### config.mk
export PLATFORM = sky130hd
export DESIGN_NAME = hspwm_ctrl
export DESIGN_NICKNAME = d
export VERILOG_FILES = /design/src/hspwm_pkg.sv /design/src/hspwm_ctrl.sv
export VERILOG_INCLUDE_DIRS = /design/src
export SDC_FILE = /design/constraint.sdc
export NUM_CORES = 2
export LEC_CHECK = 0
export BUFFER_PORTS_ARGS = -buffer_cell sky130_fd_sc_hd__buf_2
export CELL_PAD_IN_SITES_DETAIL_PLACEMENT = 1
export CELL_PAD_IN_SITES_GLOBAL_PLACEMENT = 1
export CORE_AREA = 4 4 367 369
export DETAILED_ROUTE_END_ITERATION = 6
export DIE_AREA = 0 0 371 373
export PLACE_DENSITY = 0.57
export SYNTH_ARGS = -nofsm -noshare
export SYNTH_HDL_FRONTEND = slang
export SYNTH_SLANG_ARGS = --single-unit
export TNS_END_PERCENT = 50
### constraint.sdc
create_clock -name clk_sys_in -period 19.73 [get_ports clk_sys_in]
set_input_delay 0 -clock clk_sys_in [delete_from_list [all_inputs] [get_ports clk_sys_in]]
set_output_delay 0 -clock clk_sys_in [all_outputs]
set_load 0.01 [all_outputs]
### src/hspwm_params.svh
// Register map, field positions and reset values of the PWM control block
`ifndef HSPWM_PARAMS_SVH
`define HSPWM_PARAMS_SVH
// Register offsets (word index on the register port)
`define HSPWM_ADR_TBCTL 8'h00
`define HSPWM_ADR_PRESC 8'h01
`define HSPWM_ADR_PERIOD 8'h02
`define HSPWM_ADR_SEVCMP 8'h03
`define HSPWM_ADR_CHOP 8'h04
`define HSPWM_ADR_MDUTY 8'h05
`define HSPWM_ADR_COUNT 8'h06
// Generator blocks sit at 0x10 * (index + 1); low nibble selects the register
`define HSPWM_SUB_CTL 4'h0
`define HSPWM_SUB_DUTY 4'h1
`define HSPWM_SUB_PHASE 4'h2
`define HSPWM_SUB_DT 4'h3
`define HSPWM_SUB_ALTDT 4'h4
// Time base control fields
`define HSPWM_TB_EN 15
`define HSPWM_TB_IDLE 13
`define HSPWM_TB_SEST 12
`define HSPWM_TB_SEIE 11
`define HSPWM_TB_IMMEDIATE_PERIOD_UPDATE 10
`define HSPWM_TB_SPOL 9
`define HSPWM_TB_SOEN 8
`define HSPWM_TB_SYEN 7
`define HSPWM_TB_SRC_LSB 4
`define HSPWM_TB_PS_LSB 0
`define HSPWM_TB_WMASK 16'hAFFF
`define HSPWM_SRC_PIN 3'h0
// Prescaler and period
`define HSPWM_PRESC_RSVD 3'h7
`define HSPWM_PRESC_MASK 16'h0007
`define HSPWM_PERIOD_RST 16'hFFF8
// Gating clock fields
`define HSPWM_CHOP_EN 15
`define HSPWM_CHOP_WMASK 16'h83FF
// Generator control fields
`define HSPWM_G_FLTST 15
`define HSPWM_G_CLST 14
`define HSPWM_G_TRGST 13
`define HSPWM_G_FLTIE 12
`define HSPWM_G_CLIE 11
`define HSPWM_G_TRGIE 10
`define HSPWM_G_ITB 9
`define HSPWM_G_SHARED_DUTY_SELECT 8
`define HSPWM_G_DTC_LSB 6
`define HSPWM_G_COMPENSATION_POLARITY 5
`define HSPWM_G_CAM 2
`define HSPWM_G_EXTERNAL_RESET_CONTROL 1
`define HSPWM_G_IUE 0
`define HSPWM_G_WMASK 16'h1FE7
`define HSPWM_DT_MASK 16'h3FFF
`define HSPWM_ZERO16 16'h0000
`endif

### src/hspwm_pkg.sv
// Types shared by the PWM control block
package hspwm_pkg;
  typedef enum logic [1:0] {
    HSPWM_DT_POS = 2'h0,
    HSPWM_DT_NEG = 2'h1,
    HSPWM_DT_OFF = 2'h2,
    HSPWM_DT_COMP = 2'h3
  } hspwm_dtc_t;
endpackage

### src/hspwm_ctrl.sv
// PWM master time base, special event, gating clock and generator control
//
// Function
// - Module enable bit runs time bases and PWM outputs (generator status works without it); resets to zero.
// - Idle-stop set halts master time base while CPU is idle.
// - Hardware sets special event status when an event is pending.
// - Special event enable gates the special event interrupt request.
// - Immediate period update loads active period at once, else at boundary.
// - Sync polarity set makes sync input and output active low.
// - Sync output enable drives time base sync pulse onto output pin.
// - External sync enable lets sync input restart the master time base.
// - Sync source code 000 selects the external sync pin; others reserved.
// - Postscaler emits one trigger per field-plus-one compare matches.
// - Prescaler divides by 1 to 64 for codes 000-110; 111 reserved.
// - Sixteen-bit master period, reset value 0xFFF8.
// - Special event compare value matched against master count.
// - Gating clock runs at prescaled rate over divider plus one.
// - Shared duty replaces generator duty when its select bit is set.
// - Generator status bits set by hardware, cleared by clearing enable.
// - Dead-time field selects positive, negative, off or compensation.
// - Compensation polarity picks shortened output only in compensation mode.
// - Center-align bit selects center or edge aligned operation.
// - External reset lets current limit reset an independent time base.
// - Immediate update loads duty, dead-time, phase values at once.
// - Center alignment needs independent time base, else ignored.
// - With independent time base, phase value is the local period.
`timescale 1ns/1ps
`include "hspwm_params.svh"

module hspwm_ctrl
  import hspwm_pkg::*;
#(
  parameter int NGEN = 3
) (
  // Clock and reset
  input wire logic clk_sys_in,
  input wire logic rst_in,
  // Register port
  input wire logic [7:0] reg_addr_in,
  input wire logic [15:0] reg_wdata_in,
  input wire logic reg_wr_in,
  input wire logic reg_rd_in,
  output logic [15:0] reg_rdata_out,
  // System status and pins
  input wire logic cpu_idle_in,
  input wire logic external_sync_input_in,
  output logic sync_output_pin_out,
  output logic special_event_trigger_out,
  output logic special_event_irq_out,
  output logic gating_clock_out,
  // Generator events and pins
  input wire logic [NGEN-1:0] current_limit_in,
  input wire logic [NGEN-1:0] compensation_input_in,
  input wire logic [NGEN-1:0] fault_event_in,
  input wire logic [NGEN-1:0] trigger_event_in,
  // Generator outputs
  output logic [NGEN-1:0] gen_irq_out,
  output logic [NGEN-1:0] high_side_output_out,
  output logic [NGEN-1:0] low_side_output_out,
  output logic [NGEN-1:0] center_align_active_out,
  output logic [NGEN-1:0][1:0] dead_time_mode_out,
  output logic [NGEN-1:0] shorten_high_out,
  output logic [NGEN-1:0] shorten_low_out,
  output logic [NGEN-1:0][13:0] dead_time_value_out,
  output logic [NGEN-1:0][13:0] alt_dead_time_value_out
);

  logic [15:0] tbctl_q, presc_q, per_buf_q, per_act_q, sevcmp_q, chop_q;
  logic [15:0] mdc_buf_q, mdc_act_q, mtb_q;
  logic [5:0] pre_cnt_q, pre_mask;
  logic [3:0] ps_cnt_q;
  logic [9:0] chop_cnt_q;
  logic sync_ff1_q, sync_ff2_q, sync_ff3_q;
  logic sev_stat_q, sev_trig_q, sev_irq_q, sync_out_q, gating_q;
  logic [15:0] rdata_q;
  logic [NGEN-1:0][15:0] gctl_q, duty_buf_q, phase_buf_q, dt_buf_q, adt_buf_q;
  logic en, run, tick, wrap, sync_rise, sync_restart, boundary, sev_match;
  logic wr_tb, wr_per, wr_mdc;

  assign en = tbctl_q[`HSPWM_TB_EN];
  assign run = en & ~(tbctl_q[`HSPWM_TB_IDLE] & cpu_idle_in);
  assign wr_tb = reg_wr_in & (reg_addr_in == `HSPWM_ADR_TBCTL);
  assign wr_per = reg_wr_in & (reg_addr_in == `HSPWM_ADR_PERIOD);
  assign wr_mdc = reg_wr_in & (reg_addr_in == `HSPWM_ADR_MDUTY);

  // prescale mask, reserved code divides by one
  always_comb begin
    if (presc_q[2:0] == `HSPWM_PRESC_RSVD) begin
      pre_mask = 6'h00;
    end else begin
      pre_mask = 6'((7'h01 << presc_q[2:0]) - 7'h01);
    end
  end
  assign tick = run & (pre_cnt_q == pre_mask);
  assign wrap = tick & (mtb_q >= per_act_q);
  assign sync_rise = (sync_ff2_q ^ tbctl_q[`HSPWM_TB_SPOL])
    & ~(sync_ff3_q ^ tbctl_q[`HSPWM_TB_SPOL]);
  assign sync_restart = en & tbctl_q[`HSPWM_TB_SYEN] & sync_rise
    & (tbctl_q[6:4] == `HSPWM_SRC_PIN);
  assign boundary = en & (sync_restart | wrap);
  assign sev_match = tick & (mtb_q == sevcmp_q);

  // Sync input synchroniser and edge history
  always_ff @(posedge clk_sys_in or posedge rst_in) begin
    if (rst_in) begin
      sync_ff1_q <= 1'b0;
      sync_ff2_q <= 1'b0;
      sync_ff3_q <= 1'b0;
    end else begin
      sync_ff1_q <= external_sync_input_in;
      sync_ff2_q <= sync_ff1_q;
      sync_ff3_q <= sync_ff2_q;
    end
  end

  // Control registers written by software
  always_ff @(posedge clk_sys_in or posedge rst_in) begin
    if (rst_in) begin
      tbctl_q <= `HSPWM_ZERO16;
      presc_q <= `HSPWM_ZERO16;
      sevcmp_q <= `HSPWM_ZERO16;
      chop_q <= `HSPWM_ZERO16;
    end else begin
      // writable fields; status keeps hardware value
      if (wr_tb) begin
        tbctl_q <= (reg_wdata_in & `HSPWM_TB_WMASK)
          | (tbctl_q & ~`HSPWM_TB_WMASK);
      end
      if (reg_wr_in && reg_addr_in == `HSPWM_ADR_PRESC) begin
        presc_q <= reg_wdata_in & `HSPWM_PRESC_MASK;
      end
      if (reg_wr_in && reg_addr_in == `HSPWM_ADR_SEVCMP) begin
        sevcmp_q <= reg_wdata_in;
      end
      if (reg_wr_in && reg_addr_in == `HSPWM_ADR_CHOP) begin
        chop_q <= reg_wdata_in & `HSPWM_CHOP_WMASK;
      end
    end
  end

  // Period buffer and active period
  always_ff @(posedge clk_sys_in or posedge rst_in) begin
    if (rst_in) begin
      per_buf_q <= `HSPWM_PERIOD_RST;
      per_act_q <= `HSPWM_PERIOD_RST;
    end else begin
      if (wr_per) begin
        per_buf_q <= reg_wdata_in;
      end
      if (wr_per && tbctl_q[`HSPWM_TB_IMMEDIATE_PERIOD_UPDATE]) begin
        per_act_q <= reg_wdata_in;
      end else if (boundary) begin
        per_act_q <= per_buf_q;
      end
    end
  end

  // Shared duty buffer and active copy
  always_ff @(posedge clk_sys_in or posedge rst_in) begin
    if (rst_in) begin
      mdc_buf_q <= `HSPWM_ZERO16;
      mdc_act_q <= `HSPWM_ZERO16;
    end else begin
      if (wr_mdc) begin
        mdc_buf_q <= reg_wdata_in;
      end
      // shared duty follows generator 0 update mode
      if (wr_mdc && gctl_q[0][`HSPWM_G_IUE]) begin
        mdc_act_q <= reg_wdata_in;
      end else if (boundary) begin
        mdc_act_q <= mdc_buf_q;
      end
    end
  end

  // Prescaler and master time base counter
  always_ff @(posedge clk_sys_in or posedge rst_in) begin
    if (rst_in) begin
      pre_cnt_q <= 6'h00;
      mtb_q <= 16'h0000;
    end else begin
      if (!run || tick) begin
        pre_cnt_q <= en ? 6'h00 : pre_cnt_q & 6'h00;
      end else begin
        pre_cnt_q <= pre_cnt_q + 6'h01;
      end
      if (!en || sync_restart || wrap) begin
        mtb_q <= 16'h0000;
      end else if (tick) begin
        mtb_q <= mtb_q + 16'h0001;
      end
    end
  end

  // Special event postscaler, status and request
  always_ff @(posedge clk_sys_in or posedge rst_in) begin
    if (rst_in) begin
      ps_cnt_q <= 4'h0;
      sev_trig_q <= 1'b0;
      sev_stat_q <= 1'b0;
      sev_irq_q <= 1'b0;
    end else begin
      sev_trig_q <= 1'b0;
      if (!en) begin
        ps_cnt_q <= 4'h0;
      end else if (sev_match) begin
        if (ps_cnt_q == tbctl_q[3:0]) begin
          ps_cnt_q <= 4'h0;
          sev_trig_q <= 1'b1;
        end else begin
          ps_cnt_q <= ps_cnt_q + 4'h1;
        end
      end
      // set wins, hardware clears when enable is off
      if (sev_trig_q) begin
        sev_stat_q <= 1'b1;
      end else if (!tbctl_q[`HSPWM_TB_SEIE]) begin
        sev_stat_q <= 1'b0;
      end
      sev_irq_q <= (sev_stat_q | sev_trig_q) & tbctl_q[`HSPWM_TB_SEIE];
    end
  end

  // Sync output pin
  always_ff @(posedge clk_sys_in or posedge rst_in) begin
    if (rst_in) begin
      sync_out_q <= 1'b0;
    end else begin
      sync_out_q <= tbctl_q[`HSPWM_TB_SPOL]
        ^ (tbctl_q[`HSPWM_TB_SOEN] & boundary);
    end
  end

  // Gating clock generator
  always_ff @(posedge clk_sys_in or posedge rst_in) begin
    if (rst_in) begin
      chop_cnt_q <= 10'h000;
      gating_q <= 1'b0;
    end else begin
      // divide prescaled ticks by divider plus one
      if (!chop_q[`HSPWM_CHOP_EN] || !en) begin
        chop_cnt_q <= 10'h000;
      end else if (tick) begin
        chop_cnt_q <= (chop_cnt_q >= chop_q[9:0]) ? 10'h000 : chop_cnt_q + 10'h001;
      end
      gating_q <= chop_q[`HSPWM_CHOP_EN] & en & (chop_cnt_q <= (chop_q[9:0] >> 1));
    end
  end

  // Per-generator control, buffers, time base and outputs
  for (genvar g = 0; g < NGEN; g++) begin : gen_pwm
    logic sel, cl_ff1_q, cl_ff2_q, cmp_ff1_q, cmp_ff2_q, dir_q;
    logic independent_time_base_select, cen, gb, local_wrap, xreset, immediate_update_enable;
    logic [15:0] lcnt_q, duty_act_q, phase_act_q, dt_act_q, adt_act_q;
    logic [15:0] cnt_now, duty_eff;
    logic [2:0] stat_d;

    assign sel = reg_wr_in & (reg_addr_in[7:4] == 4'(g + 1));
    assign independent_time_base_select = gctl_q[g][`HSPWM_G_ITB];
    assign immediate_update_enable = gctl_q[g][`HSPWM_G_IUE];
    // center mode only with independent base
    assign cen = gctl_q[g][`HSPWM_G_CAM] & independent_time_base_select;
    assign xreset = gctl_q[g][`HSPWM_G_EXTERNAL_RESET_CONTROL] & independent_time_base_select & cl_ff2_q;
    assign local_wrap = tick & (cen ? (dir_q & lcnt_q == 16'h0000)
      : (lcnt_q >= phase_act_q));
    assign gb = independent_time_base_select ? (en & (local_wrap | xreset)) : boundary;
    assign cnt_now = independent_time_base_select ? lcnt_q : mtb_q;
    assign duty_eff = gctl_q[g][`HSPWM_G_SHARED_DUTY_SELECT] ? mdc_act_q : duty_act_q;
    // status set while enabled, forced clear with enable off
    assign stat_d = gctl_q[g][12:10]
      & (gctl_q[g][15:13] | {fault_event_in[g], cl_ff2_q, trigger_event_in[g]});

    // Pin synchronisers
    always_ff @(posedge clk_sys_in or posedge rst_in) begin
      if (rst_in) begin
        cl_ff1_q <= 1'b0;
        cl_ff2_q <= 1'b0;
        cmp_ff1_q <= 1'b0;
        cmp_ff2_q <= 1'b0;
      end else begin
        cl_ff1_q <= current_limit_in[g];
        cl_ff2_q <= cl_ff1_q;
        cmp_ff1_q <= compensation_input_in[g];
        cmp_ff2_q <= cmp_ff1_q;
      end
    end

    // Control register and written buffers
    always_ff @(posedge clk_sys_in or posedge rst_in) begin
      if (rst_in) begin
        gctl_q[g] <= `HSPWM_ZERO16;
        duty_buf_q[g] <= `HSPWM_ZERO16;
        phase_buf_q[g] <= `HSPWM_ZERO16;
        dt_buf_q[g] <= `HSPWM_ZERO16;
        adt_buf_q[g] <= `HSPWM_ZERO16;
      end else begin
        if (sel && reg_addr_in[3:0] == `HSPWM_SUB_CTL) begin
          gctl_q[g][12:0] <= reg_wdata_in[12:0] & 13'(`HSPWM_G_WMASK);
          gctl_q[g][15:13] <= reg_wdata_in[12:10] & stat_d;
        end else begin
          gctl_q[g][15:13] <= stat_d;
        end
        if (sel && reg_addr_in[3:0] == `HSPWM_SUB_DUTY) duty_buf_q[g] <= reg_wdata_in;
        if (sel && reg_addr_in[3:0] == `HSPWM_SUB_PHASE) phase_buf_q[g] <= reg_wdata_in;
        if (sel && reg_addr_in[3:0] == `HSPWM_SUB_DT) begin
          dt_buf_q[g] <= reg_wdata_in & `HSPWM_DT_MASK;
        end
        if (sel && reg_addr_in[3:0] == `HSPWM_SUB_ALTDT) begin
          adt_buf_q[g] <= reg_wdata_in & `HSPWM_DT_MASK;
        end
      end
    end

    // active copies, immediate or at boundary
    always_ff @(posedge clk_sys_in or posedge rst_in) begin
      if (rst_in) begin
        duty_act_q <= `HSPWM_ZERO16;
        phase_act_q <= `HSPWM_ZERO16;
        dt_act_q <= `HSPWM_ZERO16;
        adt_act_q <= `HSPWM_ZERO16;
      end else if (gb && !(sel && immediate_update_enable)) begin
        duty_act_q <= duty_buf_q[g];
        phase_act_q <= phase_buf_q[g];
        dt_act_q <= dt_buf_q[g];
        adt_act_q <= adt_buf_q[g];
      end else if (sel && immediate_update_enable) begin
        if (reg_addr_in[3:0] == `HSPWM_SUB_DUTY) duty_act_q <= reg_wdata_in;
        if (reg_addr_in[3:0] == `HSPWM_SUB_PHASE) phase_act_q <= reg_wdata_in;
        if (reg_addr_in[3:0] == `HSPWM_SUB_DT) dt_act_q <= reg_wdata_in & `HSPWM_DT_MASK;
        if (reg_addr_in[3:0] == `HSPWM_SUB_ALTDT) adt_act_q <= reg_wdata_in & `HSPWM_DT_MASK;
      end
    end

    // local time base, up or up-down
    always_ff @(posedge clk_sys_in or posedge rst_in) begin
      if (rst_in) begin
        lcnt_q <= 16'h0000;
        dir_q <= 1'b0;
      end else if (!en || !independent_time_base_select || xreset || (local_wrap && !cen)) begin
        lcnt_q <= 16'h0000;
        dir_q <= 1'b0;
      end else if (tick) begin
        if (cen && !dir_q && lcnt_q >= phase_act_q) begin
          dir_q <= 1'b1;
          lcnt_q <= lcnt_q - 16'h0001;
        end else if (cen && dir_q && lcnt_q == 16'h0000) begin
          dir_q <= 1'b0;
          lcnt_q <= 16'h0001;
        end else begin
          lcnt_q <= dir_q ? lcnt_q - 16'h0001 : lcnt_q + 16'h0001;
        end
      end
    end

    // Generator outputs
    always_ff @(posedge clk_sys_in or posedge rst_in) begin
      if (rst_in) begin
        high_side_output_out[g] <= 1'b0;
        low_side_output_out[g] <= 1'b0;
        center_align_active_out[g] <= 1'b0;
        dead_time_mode_out[g] <= 2'h0;
        shorten_high_out[g] <= 1'b0;
        shorten_low_out[g] <= 1'b0;
        dead_time_value_out[g] <= 14'h0000;
        alt_dead_time_value_out[g] <= 14'h0000;
        gen_irq_out[g] <= 1'b0;
      end else begin
        high_side_output_out[g] <= en & (cnt_now < duty_eff);
        low_side_output_out[g] <= en & ~(cnt_now < duty_eff);
        center_align_active_out[g] <= cen;
        dead_time_mode_out[g] <= gctl_q[g][7:6];
        shorten_high_out[g] <= (hspwm_dtc_t'(gctl_q[g][7:6]) == HSPWM_DT_COMP)
          & ~(cmp_ff2_q ^ gctl_q[g][`HSPWM_G_COMPENSATION_POLARITY]);
        shorten_low_out[g] <= (hspwm_dtc_t'(gctl_q[g][7:6]) == HSPWM_DT_COMP)
          & (cmp_ff2_q ^ gctl_q[g][`HSPWM_G_COMPENSATION_POLARITY]);
        dead_time_value_out[g] <= dt_act_q[13:0];
        alt_dead_time_value_out[g] <= adt_act_q[13:0];
        gen_irq_out[g] <= |stat_d;
      end
    end

  end

  // Register read port, data valid the cycle after the strobe
  always_ff @(posedge clk_sys_in or posedge rst_in) begin
    if (rst_in) begin
      rdata_q <= 16'h0000;
    end else if (reg_rd_in) begin
      case (reg_addr_in)
        `HSPWM_ADR_TBCTL: rdata_q <= {tbctl_q[15:13], sev_stat_q, tbctl_q[11:0]} & 16'hBFFF;
        `HSPWM_ADR_PRESC: rdata_q <= presc_q;
        `HSPWM_ADR_PERIOD: rdata_q <= per_buf_q;
        `HSPWM_ADR_SEVCMP: rdata_q <= sevcmp_q;
        `HSPWM_ADR_CHOP: rdata_q <= chop_q;
        `HSPWM_ADR_MDUTY: rdata_q <= mdc_buf_q;
        `HSPWM_ADR_COUNT: rdata_q <= mtb_q;
        default: begin
          rdata_q <= 16'h0000;
          for (int i = 0; i < NGEN; i++) begin
            if (reg_addr_in[7:4] == 4'(i + 1)) begin
              case (reg_addr_in[3:0])
                `HSPWM_SUB_CTL: rdata_q <= gctl_q[i];
                `HSPWM_SUB_DUTY: rdata_q <= duty_buf_q[i];
                `HSPWM_SUB_PHASE: rdata_q <= phase_buf_q[i];
                `HSPWM_SUB_DT: rdata_q <= dt_buf_q[i];
                `HSPWM_SUB_ALTDT: rdata_q <= adt_buf_q[i];
                default: rdata_q <= 16'h0000;
              endcase
            end
          end
        end
      endcase
    end else begin
      rdata_q <= 16'h0000;
    end
  end

  assign reg_rdata_out = rdata_q;
  assign sync_output_pin_out = sync_out_q;
  assign special_event_trigger_out = sev_trig_q;
  assign special_event_irq_out = sev_irq_q;
  assign gating_clock_out = gating_q;
endmodule

Word level (Yosys, flattened, before mapping)
Index checks and enable logic that the tools add are counted.
W data, S select, Z words.
{ "totals": {"ram_bits": 0, "word_cells": 433, "output_inout_bits": 128, "n_memories": 0, "in_bits": 42, "latch_bits": 0, "mem_bits_ro": 0, "regBits": 743} }
{ "op_classes": {"div_mod_pow": 0, "n_mux": 97, "eq_ne": 22, "addsub": 11, "magnitude_cmp": 9, "multipliers": 0, "n_reduce_logical": 118, "shifts": 1, "bitwise_logic": 79} }
{ "op_table": {"columns": ["operator", "n"], "rows": [
  ["$mux W16", 45],
  ["$pmux W16 S5", 3],
  ["$mux W14", 14],
  ["$pmux W16 S7", 1],
  ["$add A16 B1 Y16 const B", 4],
  ["$ge A16 B16 Y1", 4],
  ["$and A1 B1 Y1", 50],
  ["$logic_not A16 Y1", 3],
  ["$lt A16 B16 Y1", 3],
  ["$sub A16 B1 Y16 const B", 3],
  ["$reduce_bool A2 Y1", 22],
  ["$logic_and A1 B1 Y1", 41],
  ["$mux W10", 3],
  ["$reduce_and A2 Y1", 15],
  ["$eq A8 B3 Y1 const B", 3],
  ["$mux W1", 23],
  ["$and A3 B3 Y3", 6],
  ["$eq A16 B16 Y1", 1],
  ["$eq A4 B2 Y1 const B", 4],
  ["$eq A8 B2 Y1 const B", 2],
  ["$or A16 B15 Y16", 1],
  ["$logic_not A1 Y1", 15],
  ["$logic_or A1 B1 Y1", 13],
  ["$mux W4", 3],
  ["other kinds (26)", 55]
]} }

Longest topological paths before layout
{ "logic_depth": {"depth_word": 12, "depth_mapped": 13, "mapped_depth_nobuf": 10} }

Least setup slack after synthesis
Ideal clock, no wire load.
{ "synth_timing": {"path_type": "register to register", "start": "register gen_pwm[1].lcnt_q[0]", "end": "register gen_pwm[1].lcnt_q[7]", "t_required_ns": 19.605, "period_less_slack_ns": 3.395, "arrival_ns": 3.271, "setup_time_ns": 0.125, "setup_slack_ns": 16.335, "path_stages_with_launch": 12, "path_buffers": 1, "cell_sequence": "dfrtp_1 > inv_1 > ha_1 > nand2b_1 > a2111oi_0 > o31ai_1 > o31ai_1 > and2_1 > clkbuf_1 > nand4_1 > o21ai_0 > mux2_2"} }
{ "synth_via": {"elab_chain_len": 7, "elab_cells_between_ends": 17, "cone_classes": "2 x add/sub; 1 x order compare; 6 x mux; 2 x bitwise; 6 x reduce/logical"} }
{ "synth_lines": {"columns": ["item", "line", "text"], "rows": [
  ["from (decl)", "hspwm_ctrl.sv:254", "logic [15:0] lcnt_q, duty_act_q, phase_act_q, dt_act_q, adt_act_q;"],
  ["from (signal assigned)", "hspwm_ctrl.sv:345", "lcnt_q <= lcnt_q - 16'h0001;"],
  ["from (signal assigned)", "hspwm_ctrl.sv:350", "lcnt_q <= dir_q ? lcnt_q - 16'h0001 : lcnt_q + 16'h0001;"],
  ["branches (longest 7 deep; another with $add A16 B1 Y16)", null, null]
]} }
Several ways; the timed one is not identified. The select of a mux whose other input is x is not followed.
A chain may end at the register's enable or synchronous reset.

Worst setup path in the final report
{ "layout_timing": {"start": "register mtb_q[9]", "end": "register gen_pwm[1].duty_act_q[7]"} }
{ "layout_via": {"elab_chain_len": 8, "elab_cells_between_ends": 10, "cone_classes": "1 x order compare; 2 x mux; 3 x bitwise; 4 x reduce/logical"} }
{ "layout_lines": {"columns": ["item", "line", "text"], "rows": [
  ["from (decl)", "hspwm_ctrl.sv:69", "logic [15:0] mdc_buf_q, mdc_act_q, mtb_q;"],
  ["from (signal assigned)", "hspwm_ctrl.sv:190", "mtb_q <= mtb_q + 16'h0001;"],
  ["$ge A16 B16 Y1 *", "hspwm_ctrl.sv:95", "assign wrap = tick & (mtb_q >= per_act_q);"],
  ["$and A1 B1 Y1 *", "hspwm_ctrl.sv:95", null],
  ["$or A1 B1 Y1 *", "hspwm_ctrl.sv:100", "assign boundary = en & (sync_restart | wrap);"],
  ["$and A1 B1 Y1 *", "hspwm_ctrl.sv:100", null],
  ["$mux W1 *", "hspwm_ctrl.sv:266", "assign gb = independent_time_base_select ? (en & (local_wrap | xreset)) : boundary;"],
  ["$logic_and A1 B1 Y1 *", "hspwm_ctrl.sv:321", "end else if (gb && !(sel && immediate_update_enable)) begin"],
  ["$reduce_bool A2 Y1 (no line)", null, null],
  ["$reduce_and A2 Y1 (no line)", null, null],
  ["to (signal assigned)", "hspwm_ctrl.sv:317", "duty_act_q <= `HSPWM_ZERO16;"],
  ["to (signal assigned)", "hspwm_ctrl.sv:322", "duty_act_q <= duty_buf_q[g];"],
  ["to (signal assigned)", "hspwm_ctrl.sv:327", "if (reg_addr_in[3:0] == `HSPWM_SUB_DUTY) duty_act_q <= reg_wdata_in;"],
  ["to (decl)", "hspwm_ctrl.sv:254", null]
]} }
Mark *: on every way between the ends. The rest lies on a longest branch, timed or not.

==> impl_results.md <==
- Top_reg_cell synth: dfrtp_1
- Peak VDD IR: 0.0606 mV
- Yosys reg bits: 741
- Core ar.: 131000 µm²
- Setup crit start kind: flip-flop
- Fin. Hold Viols: 0
- Number of global-route vias before repair: 28697
- Die height: 373 µm
- Synth Warn #: 0
- Buffer depth of the longest clock path: 3
- Setup crit end kind: flip-flop
- CP Data Required Time: 20320 ps
- Average size of a mapped cell: 11.3 µm²
- Via count: 28009
- GPL Wtd Cong: 0.862
- Clock transition at the registers of the reported paths: 60 ps
- Hold WS: 47.9 ps
- EDFF count, synth: 0
- WS Path Type: flip-flop to flip-flop
- Relative slew slack: 0.0671
- Iter 0 DRT Violations: 1971
- FFs w/ async S/R, synth: 1.00
- Initial Util: 0.280
- Std cell rows: 133
- Hold Path Class: input port to flip-flop
- GRT Residual Overflow: 0
- Critical Path Start: mtb_q[9]$_DFFE_PP0P_
- Sequential element share of the synthesized area: 0.506
- Initial antenna violation count: 0
- Clock sinks: 741
- Die area: 138000 µm²
- CTS root buf: clkbuf_16
- Tmin final: 5090 ps
- Final HPWL DP: 97.2 mm
- Largest net degree at the start of global routing: 172
- CTS H-Tree Depth: 3
- CP Max Fanout: 47
- First-pass GRT wire length: 208 mm
- Most frequent cells in the layout: dfrtp_1, mux2_2, and3_1
- Port Buffers: 169
- Detail Route Antenna Nets: 0
- # placed instances: 4985
- Distinct cells, synth: 76
- Post-Route Setup TNS: 0 ps
- Diode count: 0
- Final core utilization: 0.325
- GRT Overall Usage: 0.201
- Fin crit share: 0.258
- Synthesized Nets: 3433
- Worst path arrival time: 5680 ps
- Skew-Pair Late Insertion Delay: 680 ps
- Final wirelength: 142 mm
- RSZ-0062 raised after global routing: no
- Die Wd: 371 µm
- Pins Over Slew Limit: 0
- Netlist Area Pre-Place: 36700 µm²
- Post-Synthesis Cells: 3253
- Design Power: 3.68 mW
- Avg WL per Cell: 27.4 µm
- Setup bufs post-CTS: 0
- Post_cts resized: 0
- Hold Crit Start: reg_addr_in[0]
- Pwr dens: 86.4 nW/µm²
- Ports: 170
- Final Setup Violations: 0
- Max-Cap Viols: 0
- P&R area growth vs syn: 16.1%
- TritonCTS clock tree: built
- Residual DRC: 0
- Pleak: 20.6 nW
- Fraction of final layout cells sized beyond drive strength 1: 0.228
- Total CTS buffers: 85
- Post-route insts no fill: 5173
- Final Skew: 24.3 ps
- Status: complete, no violations
- Nets: 3526
- Fmax: 196 MHz
- TritonRoute pass-1 iters: 6
- Vias/cell: 5.41
- Most common cell after layout, fill and taps aside: dfrtp_1
- Worst R2R Start: mtb_q[9]$_DFFE_PP0P_
- Worst-Margin Slew: 1390 ps
==> synthesized netlist by cell type (7+ instances only) <==
cell type	n	area [µm²]
buf_2	9	45.0
a21oi_1	122	611
dfrtp_1	715	17900
a21o_1	23	173
o21ai_0	101	505
nand4_1	34	213
xor2_1	24	210
mux2_2	344	3870
inv_1	102	383
and2_1	8	50.1
clkbuf_1	232	871
a2111oi_0	7	61.3
o31ai_1	19	143
o21a_1	10	75.1
nand2_1	171	642
a221oi_1	9	78.8
nor2_1	125	469
o211ai_1	10	75.1
xnor2_1	30	263
a22oi_1	112	841
nor3_1	32	160
a221o_1	182	1820
nor2b_1	15	93.8
a31oi_1	66	413
nand3_1	49	245
or4_1	7	52.6
and3_1	209	1310
ha_1	138	1730
dfstp_2	26	683
a22o_1	14	123
mux2i_1	109	1090
or2_2	9	56.3
nand2b_1	22	138
and4_1	8	70.1
a211oi_1	11	82.6
nor3b_1	12	90.1
or3_1	26	163
nor4_1	18	113
buf_1	12	45.0
or4b_2	7	70.1
a211o_1	10	87.6
==> path summary, 6_finish.rpt <==
check                                                             end  slack, ps  cells after the start
worst max-delay path             gen_pwm[1].duty_act_q[7]$_DFFE_PP0P_      14640                     11
max in group asynchronous       alt_dead_time_value_out[33]$_DFF_PP0_      15720                      8
worst max register to register   gen_pwm[1].duty_act_q[7]$_DFFE_PP0P_      14640                     11
min in group asynchronous        center_align_active_out[1]$_DFF_PP0_        340                      4
worst min register to register          gen_pwm[0].cl_ff2_q$_DFF_PP0_        350                      0
worst min-delay path                       reg_rdata_out[7]$_DFF_PP0_         50                      4
==> routing by layer <==
| metal | track usage | part of all wire |
|---|---|---|
| met1 | 0.276 | 0.45 |
| met2 | 0.309 | 0.45 |
| met3 | 0.0370 | 0.055 |
| met4 | 0.0871 | 0.045 |
| met5 | 0 | 0 |
==> critical path: stages (launching register included) <==
cell	delay [ps]
dfrtp_1	600
ha_1	330
a211oi_1	280
o21ai_0	180
a211oi_1	220
o31ai_1	120
a22oi_2	400
buf_4	640
o32ai_4	390
buf_4	410
a21oi_1	1080
a221o_1	300
==> flip-flops by register name, summed over array words and instances, names as in the netlist, 48 cells and up <==
| register | flops |
|---|---|
| duty_buf_q | 48 |
| gen_pwm.duty_act_q | 48 |
| gen_pwm.lcnt_q | 48 |
| gen_pwm.phase_act_q | 48 |
| phase_buf_q | 48 |
==> layout make-up <==
cell class | instances | area [µm²]
fill | 14567 | 88500
tap | 1755 | 2200
timing repair buffer | 259 | 1620
clock buffer | 130 | 2560
multi-input combinational | 2155 | 16800
inverter | 104 | 394
sequential | 741 | 18600
clock inverter | 29 | 442
==> logic make-up (layout without fill, tap and decap cells) <==
group | count (synthesis) | in the layout | share of synthesized area
buffers and inverters | 357 | 522 | 0.0368
adders and majority gates | 139 | 139 | 0.0473
xor gates and xnor gates | 54 | 54 | 0.0129
and+or+nand+nor | 767 | 767 | 0.111
AOI/OAI and AO/OA | 742 | 742 | 0.151
DFF | 741 | 741 | 0.506
muxes | 453 | 453 | 0.135
==> stage by stage <==
stage          cell area [µm²]  setup slack [ps]
5_1_grt                  42600             14370
2_1_floorplan            36700              9600
6_report                 42600             14640
3_3_place_gp             39300             14800
3_5_place_dp             39300             14770
4_1_cts                  42600             14710
==> power by group <==
group          total (mW)  internal [mW]  switching, mW
registers            1.66           1.59         0.0722
clock network        1.71           1.03          0.677
logic               0.309          0.110          0.199
total                3.68           2.73          0.948
==> timing repair <==
item                                   CTS  global route
setup endpoints to repair                0             0
hold buffers                            29             0
endpoints found under the hold margin  108             0
Note: power is estimated with default switching activity, not from simulation.
